### config.mk
export PLATFORM = sky130hd
export DESIGN_NAME = bct_core
export DESIGN_NICKNAME = d
export VERILOG_FILES = /design/src/common/bct_pkg.sv /design/src/common/bct_dec_if.sv /design/src/design/bct_core.sv /design/src/design/bct_decode.sv
export VERILOG_INCLUDE_DIRS = /design/src /design/src/common
export SDC_FILE = /design/constraint.sdc
export NUM_CORES = 1
export LEC_CHECK = 0
export ABC_AREA = 1
export CAP_MARGIN = 15
export CORE_MARGIN = 10
export CORE_UTILIZATION = 35
export CTS_BUF_LIST = sky130_fd_sc_hd__clkbuf_8
export DETAILED_ROUTE_END_ITERATION = 8
export DONT_BUFFER_PORTS = 1
export GPL_TIMING_DRIVEN = 0
export MAX_ROUTING_LAYER = met4
export SETUP_SLACK_MARGIN = 0.1
export SYNTH_ARGS = -nofsm -noshare
export SYNTH_HDL_FRONTEND = slang
export SYNTH_SLANG_ARGS = --single-unit
### constraint.sdc
create_clock -name clk -period 2.05 [get_ports clk]
set_input_delay 0.1025 -clock clk [delete_from_list [all_inputs] [get_ports clk]]
set_output_delay 0.1025 -clock clk [all_outputs]
set_load 0.02 [all_outputs]
### src/common/bct_regs.svh
`ifndef BCT_REGS_SVH
`define BCT_REGS_SVH
// Special function addresses of the pointer bytes
`define BCT_SFR_PTR_LO 8'h82
`define BCT_SFR_PTR_HI 8'h83
`define BCT_PTR_RST 8'h00
`define BCT_SFR_BIT 7
`define BCT_PAGE_LSB 11
// Opcodes that carry an explicit timing
`define BCT_OP_NOOP 8'h00
`define BCT_OP_SPARE 8'hA5
`define BCT_OP_XOR_DI 8'h63
`define BCT_OP_MOV_DD 8'h85
`define BCT_OP_MOV_AI0 8'hE6
`define BCT_OP_MOV_AI1 8'hE7
`define BCT_OP_LDPTR 8'h90
`define BCT_OP_CODE_P 8'h93
`define BCT_OP_CODE_PC 8'h83
`define BCT_OP_EXT_RD0 8'hE2
`define BCT_OP_EXT_RD1 8'hE3
`define BCT_OP_EXT_WR0 8'hF2
`define BCT_OP_EXT_WR1 8'hF3
`define BCT_OP_EXT_PRD 8'hE0
`define BCT_OP_EXT_PWR 8'hF0
`define BCT_OP_PUSH 8'hC0
`define BCT_OP_POP 8'hD0
`define BCT_OP_NIB0 8'hD6
`define BCT_OP_NIB1 8'hD7
`define BCT_OP_AND_C 8'h82
`define BCT_OP_ANDN_C 8'hB0
`define BCT_OP_OR_C 8'h72
`define BCT_OP_ORN_C 8'hA0
`define BCT_OP_BIT_C 8'hA2
`define BCT_OP_C_BIT 8'h92
`define BCT_OP_JCY 8'h40
`define BCT_OP_JNCY 8'h50
`define BCT_OP_JAZ 8'h60
`define BCT_OP_JANZ 8'h70
`define BCT_OP_JBS 8'h20
`define BCT_OP_JBN 8'h30
`define BCT_OP_JBTC 8'h10
`define BCT_OP_SREL 8'h80
`define BCT_OP_JIND 8'h73
`define BCT_OP_CJ_AD 8'hB5
`define BCT_OP_CJ_AI 8'hB4
`define BCT_OP_CJ_II0 8'hB6
`define BCT_OP_CJ_II1 8'hB7
`define BCT_OP_DJ_D 8'hD5
`define BCT_OP_FJMP 8'h02
`define BCT_OP_FCALL 8'h12
// Pattern opcodes: top five bits or low five bits
`define BCT_HI5_CJ_R 5'h17
`define BCT_HI5_DJ_R 5'h1B
`define BCT_LO5_PJMP 5'h01
`define BCT_LO5_PCALL 5'h11
// Lengths and cycle counts
`define BCT_LEN_1 2'd1
`define BCT_LEN_2 2'd2
`define BCT_LEN_3 2'd3
`define BCT_CYC_1 3'd1
`define BCT_CYC_2 3'd2
`define BCT_CYC_3 3'd3
`define BCT_CYC_4 3'd4
`define BCT_CYC_5 3'd5
`endif

### src/common/bct_pkg.sv
package bct_pkg;
  // Instruction classes seen by the sequencer
  typedef enum logic [5:0] {
    CL_OTHER, CL_NOOP, CL_XOR_DI, CL_MOV_DD, CL_MOV_AI, CL_LDPTR,
    CL_CODE_P, CL_CODE_PC, CL_EXT_RD, CL_EXT_WR, CL_EXT_PRD, CL_EXT_PWR,
    CL_STACK, CL_NIB, CL_BOOL, CL_JCY, CL_JNCY, CL_JAZ, CL_JANZ,
    CL_JBS, CL_JBN, CL_JBTC, CL_SREL, CL_JIND, CL_CJ_AD, CL_CJ_AI,
    CL_CJ_RI, CL_CJ_II, CL_DJ_R, CL_DJ_D, CL_PAGED, CL_FAR
  } bct_cls_t;
endpackage : bct_pkg

### src/common/bct_dec_if.sv
interface bct_dec_if;
  logic [7:0] opcode;
  bct_pkg::bct_cls_t cls;
  logic [1:0] len;
  logic [2:0] cyc_nt;
  logic [2:0] cyc_tk;
  modport dec (input opcode, output cls, len, cyc_nt, cyc_tk);
  modport core (output opcode, input cls, len, cyc_nt, cyc_tk);
endinterface : bct_dec_if

### src/design/bct_core.sv
`include "bct_regs.svh"
module bct_core (
  input wire logic clk,
  input wire logic arst_n,
  // Instruction offered by the fetch stage
  input wire logic instr_valid,
  input wire logic [7:0] opcode,
  input wire logic [7:0] operand1,
  input wire logic [7:0] operand2,
  input wire logic [15:0] instr_pc,
  // Operand values from the datapath
  input wire logic carry_in,
  input wire logic [7:0] acc_in,
  input wire logic bit_in,
  input wire logic [7:0] dir_in,
  input wire logic [7:0] ind_in,
  input wire logic [7:0] reg_in,
  input wire logic [1:0] bank_select_field,
  // Special function register port
  input wire logic [7:0] sfr_addr,
  input wire logic sfr_wr,
  input wire logic sfr_rd,
  input wire logic [7:0] sfr_wdata,
  output logic [7:0] sfr_rdata_q,
  // Sequencing
  output logic ready_q,
  output logic busy_q,
  output logic retire_q,
  output logic [1:0] instr_len_q,
  output logic [2:0] instr_cyc_q,
  output bct_pkg::bct_cls_t instr_cls_q,
  // Flow control
  output logic branch_q,
  output logic [15:0] target_q,
  output logic [15:0] next_pc_q,
  // Operand addressing
  output logic [7:0] dir_addr_q,
  output logic dir_is_sfr_q,
  output logic [7:0] reg_addr_q,
  output logic [7:0] ind_addr_q,
  // Memory side effects
  output logic [15:0] code_addr_q,
  output logic [15:0] ext_addr_q,
  output logic ext_rd_q,
  output logic ext_wr_q,
  output logic bit_clr_q,
  output logic [7:0] bit_addr_q,
  output logic [7:0] nib_acc_q,
  output logic [7:0] nib_mem_q,
  output logic [15:0] pointer_q
);

  ////////////////////////////////////////////////////////////////////////////
  // Decode

  bct_dec_if dec_bus ();

  assign dec_bus.opcode = opcode;

  bct_decode u_decode (
    .d (dec_bus.dec)
  );

  ////////////////////////////////////////////////////////////////////////////
  // Branch decision and target

  logic accept;
  logic taken;
  logic is_cond;
  logic [2:0] cyc_sel;
  logic [7:0] rel;
  logic [15:0] next_pc;
  logic [15:0] rel_tgt;
  logic [15:0] ind_tgt;
  logic [7:0] dir_dec;
  logic [7:0] reg_dec;
  logic [7:0] pointer_low_byte_q;
  logic [7:0] pointer_high_byte_q;
  logic [15:0] sixteen_bit_pointer;
  logic [2:0] rem_q;
  logic [2:0] rem_d;

  assign sixteen_bit_pointer = {pointer_high_byte_q, pointer_low_byte_q};

  // Back-to-back issue: taken in the last cycle of the previous one
  assign accept = instr_valid && ready_q;

  // Address of the first byte after this instruction
  assign next_pc = instr_pc + {14'h0000, dec_bus.len};

  // Offset sits in the last byte of the instruction
  assign rel = (dec_bus.len == `BCT_LEN_3) ? operand2 : operand1;
  assign rel_tgt = next_pc + {{8{rel[7]}}, rel};
  assign ind_tgt = sixteen_bit_pointer + {8'h00, acc_in};
  assign dir_dec = dir_in - 8'h01;
  assign reg_dec = reg_in - 8'h01;

  // Condition per class
  always_comb
  begin
    taken = 1'b0;
    is_cond = 1'b1;
    case (dec_bus.cls)
      bct_pkg::CL_JCY: taken = carry_in;
      bct_pkg::CL_JNCY: taken = !carry_in;
      bct_pkg::CL_JAZ: taken = (acc_in == 8'h00);
      bct_pkg::CL_JANZ: taken = (acc_in != 8'h00);
      bct_pkg::CL_JBS: taken = bit_in;
      bct_pkg::CL_JBN: taken = !bit_in;
      bct_pkg::CL_JBTC: taken = bit_in;
      bct_pkg::CL_CJ_AD: taken = (acc_in != dir_in);
      bct_pkg::CL_CJ_II: taken = (ind_in != operand1);
      bct_pkg::CL_CJ_AI: taken = (acc_in != operand1);
      bct_pkg::CL_CJ_RI: taken = (reg_in != operand1);
      bct_pkg::CL_DJ_R: taken = (reg_dec != 8'h00);
      bct_pkg::CL_DJ_D: taken = (dir_dec != 8'h00);
      default:
      begin
        is_cond = 1'b0;
        taken = 1'b0;
      end
    endcase
  end

  // For conditional classes the not-taken count is one below the taken count in the decode table
  assign cyc_sel = taken ? dec_bus.cyc_tk : dec_bus.cyc_nt;

  ////////////////////////////////////////////////////////////////////////////
  // Cycle sequencer

  // Remaining cycles of the instruction in flight
  always_comb
  begin
    if (accept)
      rem_d = cyc_sel;
    else if (rem_q != 3'd0)
      rem_d = rem_q - 3'd1;
    else
      rem_d = 3'd0;
  end

  always_ff @(posedge clk or negedge arst_n)
  begin
    if (!arst_n)
      rem_q <= 3'd0;
    else
      rem_q <= rem_d;
  end

  // Status flags are decoded from rem_d, so they load on the same edge as the counter
  always_ff @(posedge clk or negedge arst_n)
  begin
    if (!arst_n)
    begin
      ready_q <= 1'b1;
      busy_q <= 1'b0;
      retire_q <= 1'b0;
    end
    else
    begin
      ready_q <= (rem_d <= 3'd1);
      busy_q <= (rem_d != 3'd0);
      retire_q <= (rem_d == 3'd1);
    end
  end

  // Length, count and class held for the whole instruction
  always_ff @(posedge clk or negedge arst_n)
  begin
    if (!arst_n)
    begin
      instr_len_q <= 2'd0;
      instr_cyc_q <= 3'd0;
      instr_cls_q <= bct_pkg::CL_OTHER;
      next_pc_q <= 16'h0000;
    end
    else if (accept)
    begin
      instr_len_q <= dec_bus.len;
      instr_cyc_q <= cyc_sel;
      instr_cls_q <= dec_bus.cls;
      next_pc_q <= next_pc;
    end
  end

  ////////////////////////////////////////////////////////////////////////////
  // Flow change

  // Target held until the next accept; branch_q marks a real redirect
  always_ff @(posedge clk or negedge arst_n)
  begin
    if (!arst_n)
    begin
      branch_q <= 1'b0;
      target_q <= 16'h0000;
    end
    else if (accept)
    begin
      branch_q <= taken;
      target_q <= next_pc;
      if (is_cond && taken)
        target_q <= rel_tgt;
      case (dec_bus.cls)
        bct_pkg::CL_SREL:
        begin
          branch_q <= 1'b1;
          target_q <= rel_tgt;
        end
        bct_pkg::CL_JIND:
        begin
          branch_q <= 1'b1;
          target_q <= ind_tgt;
        end
        bct_pkg::CL_PAGED:
        begin
          branch_q <= 1'b1;
          target_q <= {next_pc[15:`BCT_PAGE_LSB], opcode[7:5], operand1};
        end
        bct_pkg::CL_FAR:
        begin
          branch_q <= 1'b1;
          target_q <= {operand1, operand2};
        end
        default:
        begin
        end
      endcase
    end
  end

  ////////////////////////////////////////////////////////////////////////////
  // Operand addressing

  // Bank base is bank times eight; Ri uses only opcode bit 0
  always_ff @(posedge clk or negedge arst_n)
  begin
    if (!arst_n)
    begin
      dir_addr_q <= 8'h00;
      dir_is_sfr_q <= 1'b0;
      reg_addr_q <= 8'h00;
      ind_addr_q <= 8'h00;
    end
    else if (accept)
    begin
      dir_addr_q <= operand1;
      dir_is_sfr_q <= operand1[`BCT_SFR_BIT];
      reg_addr_q <= {3'b000, bank_select_field, opcode[2:0]};
      ind_addr_q <= {3'b000, bank_select_field, 2'b00, opcode[0]};
    end
  end

  ////////////////////////////////////////////////////////////////////////////
  // Memory side effects

  // Strobes are one cycle, in the first cycle of the instruction
  always_ff @(posedge clk or negedge arst_n)
  begin
    if (!arst_n)
    begin
      ext_rd_q <= 1'b0;
      ext_wr_q <= 1'b0;
      ext_addr_q <= 16'h0000;
    end
    else
    begin
      ext_rd_q <= accept && (dec_bus.cls == bct_pkg::CL_EXT_RD ||
                             dec_bus.cls == bct_pkg::CL_EXT_PRD);
      ext_wr_q <= accept && (dec_bus.cls == bct_pkg::CL_EXT_WR ||
                             dec_bus.cls == bct_pkg::CL_EXT_PWR);
      if (accept)
        ext_addr_q <= (dec_bus.cls == bct_pkg::CL_EXT_PRD ||
                       dec_bus.cls == bct_pkg::CL_EXT_PWR) ?
                      sixteen_bit_pointer : {8'h00, reg_in};
    end
  end

  // Code byte address: accumulator plus pointer or plus next address
  always_ff @(posedge clk or negedge arst_n)
  begin
    if (!arst_n)
      code_addr_q <= 16'h0000;
    else if (accept && dec_bus.cls == bct_pkg::CL_CODE_P)
      code_addr_q <= ind_tgt;
    else if (accept && dec_bus.cls == bct_pkg::CL_CODE_PC)
      code_addr_q <= next_pc + {8'h00, acc_in};
  end

  // Test-and-clear only clears a bit that was found set
  always_ff @(posedge clk or negedge arst_n)
  begin
    if (!arst_n)
    begin
      bit_clr_q <= 1'b0;
      bit_addr_q <= 8'h00;
    end
    else
    begin
      bit_clr_q <= accept && dec_bus.cls == bct_pkg::CL_JBTC && bit_in;
      if (accept)
        bit_addr_q <= operand1;
    end
  end

  // High nibbles stay where they are
  always_ff @(posedge clk or negedge arst_n)
  begin
    if (!arst_n)
    begin
      nib_acc_q <= 8'h00;
      nib_mem_q <= 8'h00;
    end
    else if (accept && dec_bus.cls == bct_pkg::CL_NIB)
    begin
      nib_acc_q <= {acc_in[7:4], ind_in[3:0]};
      nib_mem_q <= {ind_in[7:4], acc_in[3:0]};
    end
  end

  ////////////////////////////////////////////////////////////////////////////
  // Pointer register pair

  // Instruction load wins over a same-cycle register write
  always_ff @(posedge clk or negedge arst_n)
  begin
    if (!arst_n)
    begin
      pointer_low_byte_q <= `BCT_PTR_RST;
      pointer_high_byte_q <= `BCT_PTR_RST;
    end
    else if (accept && dec_bus.cls == bct_pkg::CL_LDPTR)
    begin
      pointer_high_byte_q <= operand1;
      pointer_low_byte_q <= operand2;
    end
    else if (sfr_wr && sfr_addr == `BCT_SFR_PTR_LO)
      pointer_low_byte_q <= sfr_wdata;
    else if (sfr_wr && sfr_addr == `BCT_SFR_PTR_HI)
      pointer_high_byte_q <= sfr_wdata;
  end

  // Registered copy so the output comes from a flop
  always_ff @(posedge clk or negedge arst_n)
  begin
    if (!arst_n)
      pointer_q <= 16'h0000;
    else
      pointer_q <= sixteen_bit_pointer;
  end

  // Read data one cycle after the strobe; other addresses read zero
  always_ff @(posedge clk or negedge arst_n)
  begin
    if (!arst_n)
      sfr_rdata_q <= 8'h00;
    else if (sfr_rd && sfr_addr == `BCT_SFR_PTR_LO)
      sfr_rdata_q <= pointer_low_byte_q;
    else if (sfr_rd && sfr_addr == `BCT_SFR_PTR_HI)
      sfr_rdata_q <= pointer_high_byte_q;
    else if (sfr_rd)
      sfr_rdata_q <= 8'h00;
  end

endmodule : bct_core

### src/design/bct_decode.sv
`include "bct_regs.svh"
// Opcode to class, length and cycle counts, purely combinational
module bct_decode (
  bct_dec_if.dec d
);
  always_comb
  begin
    d.cls = bct_pkg::CL_OTHER;
    d.len = `BCT_LEN_1;
    d.cyc_nt = `BCT_CYC_1;
    d.cyc_tk = `BCT_CYC_1;
    // Patterned opcodes first, exact ones override below
    if (d.opcode[7:3] == `BCT_HI5_CJ_R)
    begin
      d.cls = bct_pkg::CL_CJ_RI;
      d.len = `BCT_LEN_3;
      d.cyc_nt = `BCT_CYC_3;
      d.cyc_tk = `BCT_CYC_4;
    end
    else if (d.opcode[7:3] == `BCT_HI5_DJ_R)
    begin
      d.cls = bct_pkg::CL_DJ_R;
      d.len = `BCT_LEN_2;
      d.cyc_nt = `BCT_CYC_2;
      d.cyc_tk = `BCT_CYC_3;
    end
    else if (d.opcode[4:0] == `BCT_LO5_PJMP || d.opcode[4:0] == `BCT_LO5_PCALL)
    begin
      d.cls = bct_pkg::CL_PAGED;
      d.len = `BCT_LEN_2;
      d.cyc_nt = `BCT_CYC_3;
      d.cyc_tk = `BCT_CYC_3;
    end
    case (d.opcode)
      `BCT_OP_NOOP, `BCT_OP_SPARE:
      begin
        d.cls = bct_pkg::CL_NOOP;
      end
      `BCT_OP_XOR_DI, `BCT_OP_MOV_DD, `BCT_OP_LDPTR:
      begin
        d.cls = (d.opcode == `BCT_OP_XOR_DI) ? bct_pkg::CL_XOR_DI :
                (d.opcode == `BCT_OP_MOV_DD) ? bct_pkg::CL_MOV_DD : bct_pkg::CL_LDPTR;
        d.len = `BCT_LEN_3;
        d.cyc_nt = `BCT_CYC_3;
        d.cyc_tk = `BCT_CYC_3;
      end
      `BCT_OP_MOV_AI0, `BCT_OP_MOV_AI1, `BCT_OP_NIB0, `BCT_OP_NIB1:
      begin
        d.cls = d.opcode[4] ? bct_pkg::CL_NIB : bct_pkg::CL_MOV_AI;
        d.cyc_nt = `BCT_CYC_2;
        d.cyc_tk = `BCT_CYC_2;
      end
      `BCT_OP_CODE_P, `BCT_OP_CODE_PC, `BCT_OP_EXT_RD0, `BCT_OP_EXT_RD1,
      `BCT_OP_EXT_WR0, `BCT_OP_EXT_WR1, `BCT_OP_EXT_PRD, `BCT_OP_EXT_PWR,
      `BCT_OP_JIND:
      begin
        case (d.opcode)
          `BCT_OP_CODE_P: d.cls = bct_pkg::CL_CODE_P;
          `BCT_OP_CODE_PC: d.cls = bct_pkg::CL_CODE_PC;
          `BCT_OP_EXT_PRD: d.cls = bct_pkg::CL_EXT_PRD;
          `BCT_OP_EXT_PWR: d.cls = bct_pkg::CL_EXT_PWR;
          `BCT_OP_JIND: d.cls = bct_pkg::CL_JIND;
          default: d.cls = d.opcode[4] ? bct_pkg::CL_EXT_WR : bct_pkg::CL_EXT_RD;
        endcase
        d.cyc_nt = `BCT_CYC_3;
        d.cyc_tk = `BCT_CYC_3;
      end
      `BCT_OP_PUSH, `BCT_OP_POP, `BCT_OP_AND_C, `BCT_OP_ANDN_C, `BCT_OP_OR_C,
      `BCT_OP_ORN_C, `BCT_OP_BIT_C, `BCT_OP_C_BIT:
      begin
        d.cls = (d.opcode[6] && d.opcode[7]) ? bct_pkg::CL_STACK : bct_pkg::CL_BOOL;
        d.len = `BCT_LEN_2;
        d.cyc_nt = `BCT_CYC_2;
        d.cyc_tk = `BCT_CYC_2;
      end
      `BCT_OP_JCY, `BCT_OP_JNCY, `BCT_OP_JAZ, `BCT_OP_JANZ:
      begin
        d.cls = (d.opcode == `BCT_OP_JCY) ? bct_pkg::CL_JCY :
                (d.opcode == `BCT_OP_JNCY) ? bct_pkg::CL_JNCY :
                (d.opcode == `BCT_OP_JAZ) ? bct_pkg::CL_JAZ : bct_pkg::CL_JANZ;
        d.len = `BCT_LEN_2;
        d.cyc_nt = `BCT_CYC_2;
        d.cyc_tk = `BCT_CYC_3;
      end
      `BCT_OP_JBS, `BCT_OP_JBN, `BCT_OP_JBTC, `BCT_OP_CJ_AI, `BCT_OP_DJ_D:
      begin
        d.cls = (d.opcode == `BCT_OP_JBS) ? bct_pkg::CL_JBS :
                (d.opcode == `BCT_OP_JBN) ? bct_pkg::CL_JBN :
                (d.opcode == `BCT_OP_JBTC) ? bct_pkg::CL_JBTC :
                (d.opcode == `BCT_OP_CJ_AI) ? bct_pkg::CL_CJ_AI : bct_pkg::CL_DJ_D;
        d.len = `BCT_LEN_3;
        d.cyc_nt = `BCT_CYC_3;
        d.cyc_tk = `BCT_CYC_4;
      end
      `BCT_OP_CJ_AD, `BCT_OP_CJ_II0, `BCT_OP_CJ_II1:
      begin
        d.cls = d.opcode[1] ? bct_pkg::CL_CJ_II : bct_pkg::CL_CJ_AD;
        d.len = `BCT_LEN_3;
        d.cyc_nt = `BCT_CYC_4;
        d.cyc_tk = `BCT_CYC_5;
      end
      `BCT_OP_SREL:
      begin
        d.cls = bct_pkg::CL_SREL;
        d.len = `BCT_LEN_2;
        d.cyc_nt = `BCT_CYC_3;
        d.cyc_tk = `BCT_CYC_3;
      end
      `BCT_OP_FJMP, `BCT_OP_FCALL:
      begin
        d.cls = bct_pkg::CL_FAR;
        d.len = `BCT_LEN_3;
        d.cyc_nt = `BCT_CYC_4;
        d.cyc_tk = `BCT_CYC_4;
      end
      default:
      begin
      end
    endcase
  end
endmodule : bct_decode

==> impl_metrics.json <==
{
  "status": "finished with violations",
  "violations": "negative hold slack, negative setup slack",
  "grt_pass1_vias": 10330,
  "numCtsBuffers": 17,
  "crit_end": "target_q[14]",
  "grt_pass1_wl_um": 66140,
  "yosys_warnings": 0,
  "place_area_mm2": 0.01079,
  "fin_skew_ps": 29.94,
  "timing.final.ws_setup_ps": -1519,
  "worstMarginPinSlew_ps": 864.4,
  "min_path_type": "primary input to async pin",
  "slowest_delay_ps": 260,
  "fin_util_pct": 48.30,
  "fin_tns_setup_ps": -32270,
  "syn-mean-instance-area_um2": 7.703,
  "slew_viol_final": 0,
  "synth_area_leaders": "dfrtp_1 38%, nand2_1 12%, inv_1 5.1%",
  "dp_slack_ps": -2580,
  "die_h_um": 188.2,
  "yosys.area.top_type": "dfrtp_1",
  "hold_slack_ps": -701.7,
  "top_level_ports": 252,
  "crit_path_end_kind": "flip-flop",
  "cts.clk_slew.worst_paths_ps": 130,
  "grtUsageMet1_pct": 30.83,
  "fp.dieArea_mm2": 0.03543,
  "critical_path_class": "primary input to flip-flop",
  "regArea_mm2": 0.003830,
  "met2_usage_pct": 39.77,
  "antennaDiodeCount": 0,
  "synth_cells": 1286,
  "clk_latency_ps": 500,
  "routed_wl_um": 44920,
  "start_util_pct": 35.56,
  "io_buffers": 0,
  "max_freq_mhz": 280.2,
  "ctsHtreeMaxLevel": 4,
  "synth_area_mm2": 0.009906,
  "min_period_ps": 3569,
  "area_growth_pct": 35.82,
  "top_usage_layer": "met2",
  "finalCritPeriodShare_pct": 174.1,
  "nFillCells": 2690,
  "critPathMaxFanout": 4,
  "stdcell_area_mm2": 0.01345,
  "grtUsageMet3_pct": 6.425,
  "drive_above_1_share_pct": 28.72,
  "routed_via_density": 5.538,
  "routabilityCongestion": 0.9932,
  "peakVddDrop_mv": 0.3999,
  "num_rows": 61,
  "first_pass_iters": 6,
  "yosys.area.top_type_share_pct": 38.40,
  "antenna_found_initial": 0,
  "crit_start": "opcode[3]",
  "multi_input_area_mm2": 0.006260,
  "regToRegStartpoint": "pointer_low_byte_q[3]",
  "finalSetupViolations": 35,
  "timing.rr.end": "target_q[13]",
  "p_leak_nw": 6.289,
  "track_usage_pct": 25.27,
  "grt_max_degree": 154,
  "clockBufferDepth": 2,
  "dp_hpwl_um": 32920,
  "cts-root-buf": "clkbuf_8",
  "ys_types": 49,
  "vias": 10330,
  "ys_seq_elements": 153,
  "clock-sinks": 153,
  "dieWidth_um": 188.2,
  "yosysSeqAreaShare_pct": 38.66,
  "r2r_setup_slack_ps": -740,
  "synthFlopType": "dfrtp_1",
  "hold_viol": 163,
  "layout.nets": 1608,
  "synth_enable_flop_cells": 0,
  "ys_async_sr_fraction_pct": 100.0,
  "power.density_mw_per_mm2": 911.0,
  "reg2reg_depth": 14,
  "drt_iter0_markers": 969,
  "cp-start-kind": "primary input",
  "worstPathRequired_ps": 2420,
  "grt_setup_unrepaired": "true",
  "core_area_mm2": 0.02786,
  "crit_slowest_cell": "ha_4",
  "grt_overflow": 0,
  "drc_errors": 0,
  "drv_cap": 0,
  "wl_per_cell_um": 24.09,
  "worstPathArrival_ps": 3940,
  "cts_tree": "built",
  "ant_nets": 0,
  "relSlewSlack_pct": 42.38
}
-- registers in the layout (all words and copies together) (netlist names), 7 cells and up --
name and count:
code_addr_q 16, ext_addr_q 16, next_pc_q 16, pointer_q 16
target_q 16, nib_acc_q 8, nib_mem_q 8, pointer_high_byte_q 8
pointer_low_byte_q 8, sfr_rdata_q 8, bit_addr_q 7
-- synthesized netlist by cell type, drive strengths merged (9+ instances only) --
master and number:
a21oi 53, a31oi 10, buf 33, clkbuf 25
dfrtp 152, ha 33, inv 150, mux2 9
nand2 317, nand3 75, nand4 25, nor2 124
nor3 25, nor4 11, o211ai 16, o21ai 88
o221ai 30, o22ai 22, xnor2 15, xor2 33
-- per-stage QoR --
| stage | total power [mW] | std cells |
|---|---|---|
| 6_report | 12.26 | 1865 |
| 5_1_grt | 12.86 | 1865 |
| 4_1_cts | 12.06 | 1838 |
| 3_5_place_dp | 8.772 | 1672 |
| 3_3_place_gp | 8.738 | 1672 |
| 2_1_floorplan | 7.505 | 1294 |
-- repair_timing --
item                                   in CTS  in global routing
setup endpoints to repair                 122                 73
buffers inserted                           91                 25
hold buffers                               57                  1
pin swaps                                  79                 36
endpoints found under the hold margin     222                161
gates resized for setup                   149                 70
cloned                                      0                  1
-- kinds of logic after synthesis --
| logic type | Yosys count | synth area share [%] |
|---|---|---|
| and+or+nand+nor | 588 | 26.39 |
| other | 1 | 0.03786 |
| AOI/OAI and AO/OA | 242 | 15.36 |
| xor gates and xnor gates | 48 | 4.244 |
| adders and majority gates | 37 | 4.977 |
| buffers and inverters | 208 | 9.309 |
| DFF | 153 | 38.66 |
| muxes | 9 | 1.023 |
-- how the worst min path moves through the flow --
stage / end / slack [ps] / depth (start not counted)
floorplan: bit_addr_q[0] / -190 / 0
global placement: nib_mem_q[4] / -190 / 0
detailed placement: ext_addr_q[0] / -180 / 0
CTS: target_q[8] / -720 / 0
global route: target_q[11] / -730 / 0
finish: next_pc_q[6] / -700 / 0
-- power breakdown --
group	total [mW]	switching (mW)	internal [mW]
Sequential	5.49	1.71	3.78
Combinational	4.05	2.40	1.66
Clock	2.71	1.45	1.26
Total	12.3	5.56	6.70
-- routing by layer --
layer,vias up,share of wire (%)
li1,4664,-
met1,5045,39
met2,533,47
met3,87,10
met4,0,3.5
met5,-,0
-- area by class of cell --
cell class | count | area share [%]
clock inverters | 15 | 1.525
repair buffers | 162 | 10.69
inverters | 150 | 4.492
flip-flops and latches | 153 | 28.47
well taps | 378 | 3.515
multi-input cells | 933 | 46.53
clock buffers | 17 | 1.739
plain buffers | 57 | 3.041
-- critical path, delay by kind of cell --
kind / cells / cell delay [ps]
AND/OR/NAND/NOR: 20 / 2030
AO/OA/AOI/OAI: 5 / 580
adder cells (fa/ha/maj): 2 / 510
buffers and inverters: 5 / 480
XOR/XNOR: 1 / 200
-- cell usage in the layout, fill, tap and decap left out, types with 12 or more instances in the layout --
| master | count |
|---|---|
| nand2_1 | 269 |
| dfrtp_1 | 152 |
| buf_4 | 112 |
| inv_1 | 108 |
| nor2_1 | 86 |
| nand3_1 | 58 |
| o21ai_0 | 58 |
| dlygate4sd3_1 | 53 |
| a21oi_1 | 41 |
| inv_2 | 28 |
| nand2_2 | 27 |
| nand4_1 | 25 |
| nor2_4 | 23 |
| xor2_1 | 23 |
| o22ai_1 | 22 |
| nand2_4 | 20 |
| o21ai_1 | 20 |
| o221ai_1 | 20 |
| buf_6 | 19 |
| clkbuf_8 | 19 |
| ha_4 | 17 |
| nor3_1 | 16 |
| o211ai_1 | 16 |
| ha_1 | 16 |
| nor2_2 | 15 |
| nand3_2 | 13 |
| clkbuf_1 | 13 |
| a21oi_2 | 12 |
(Power assumes the default switching activity.)
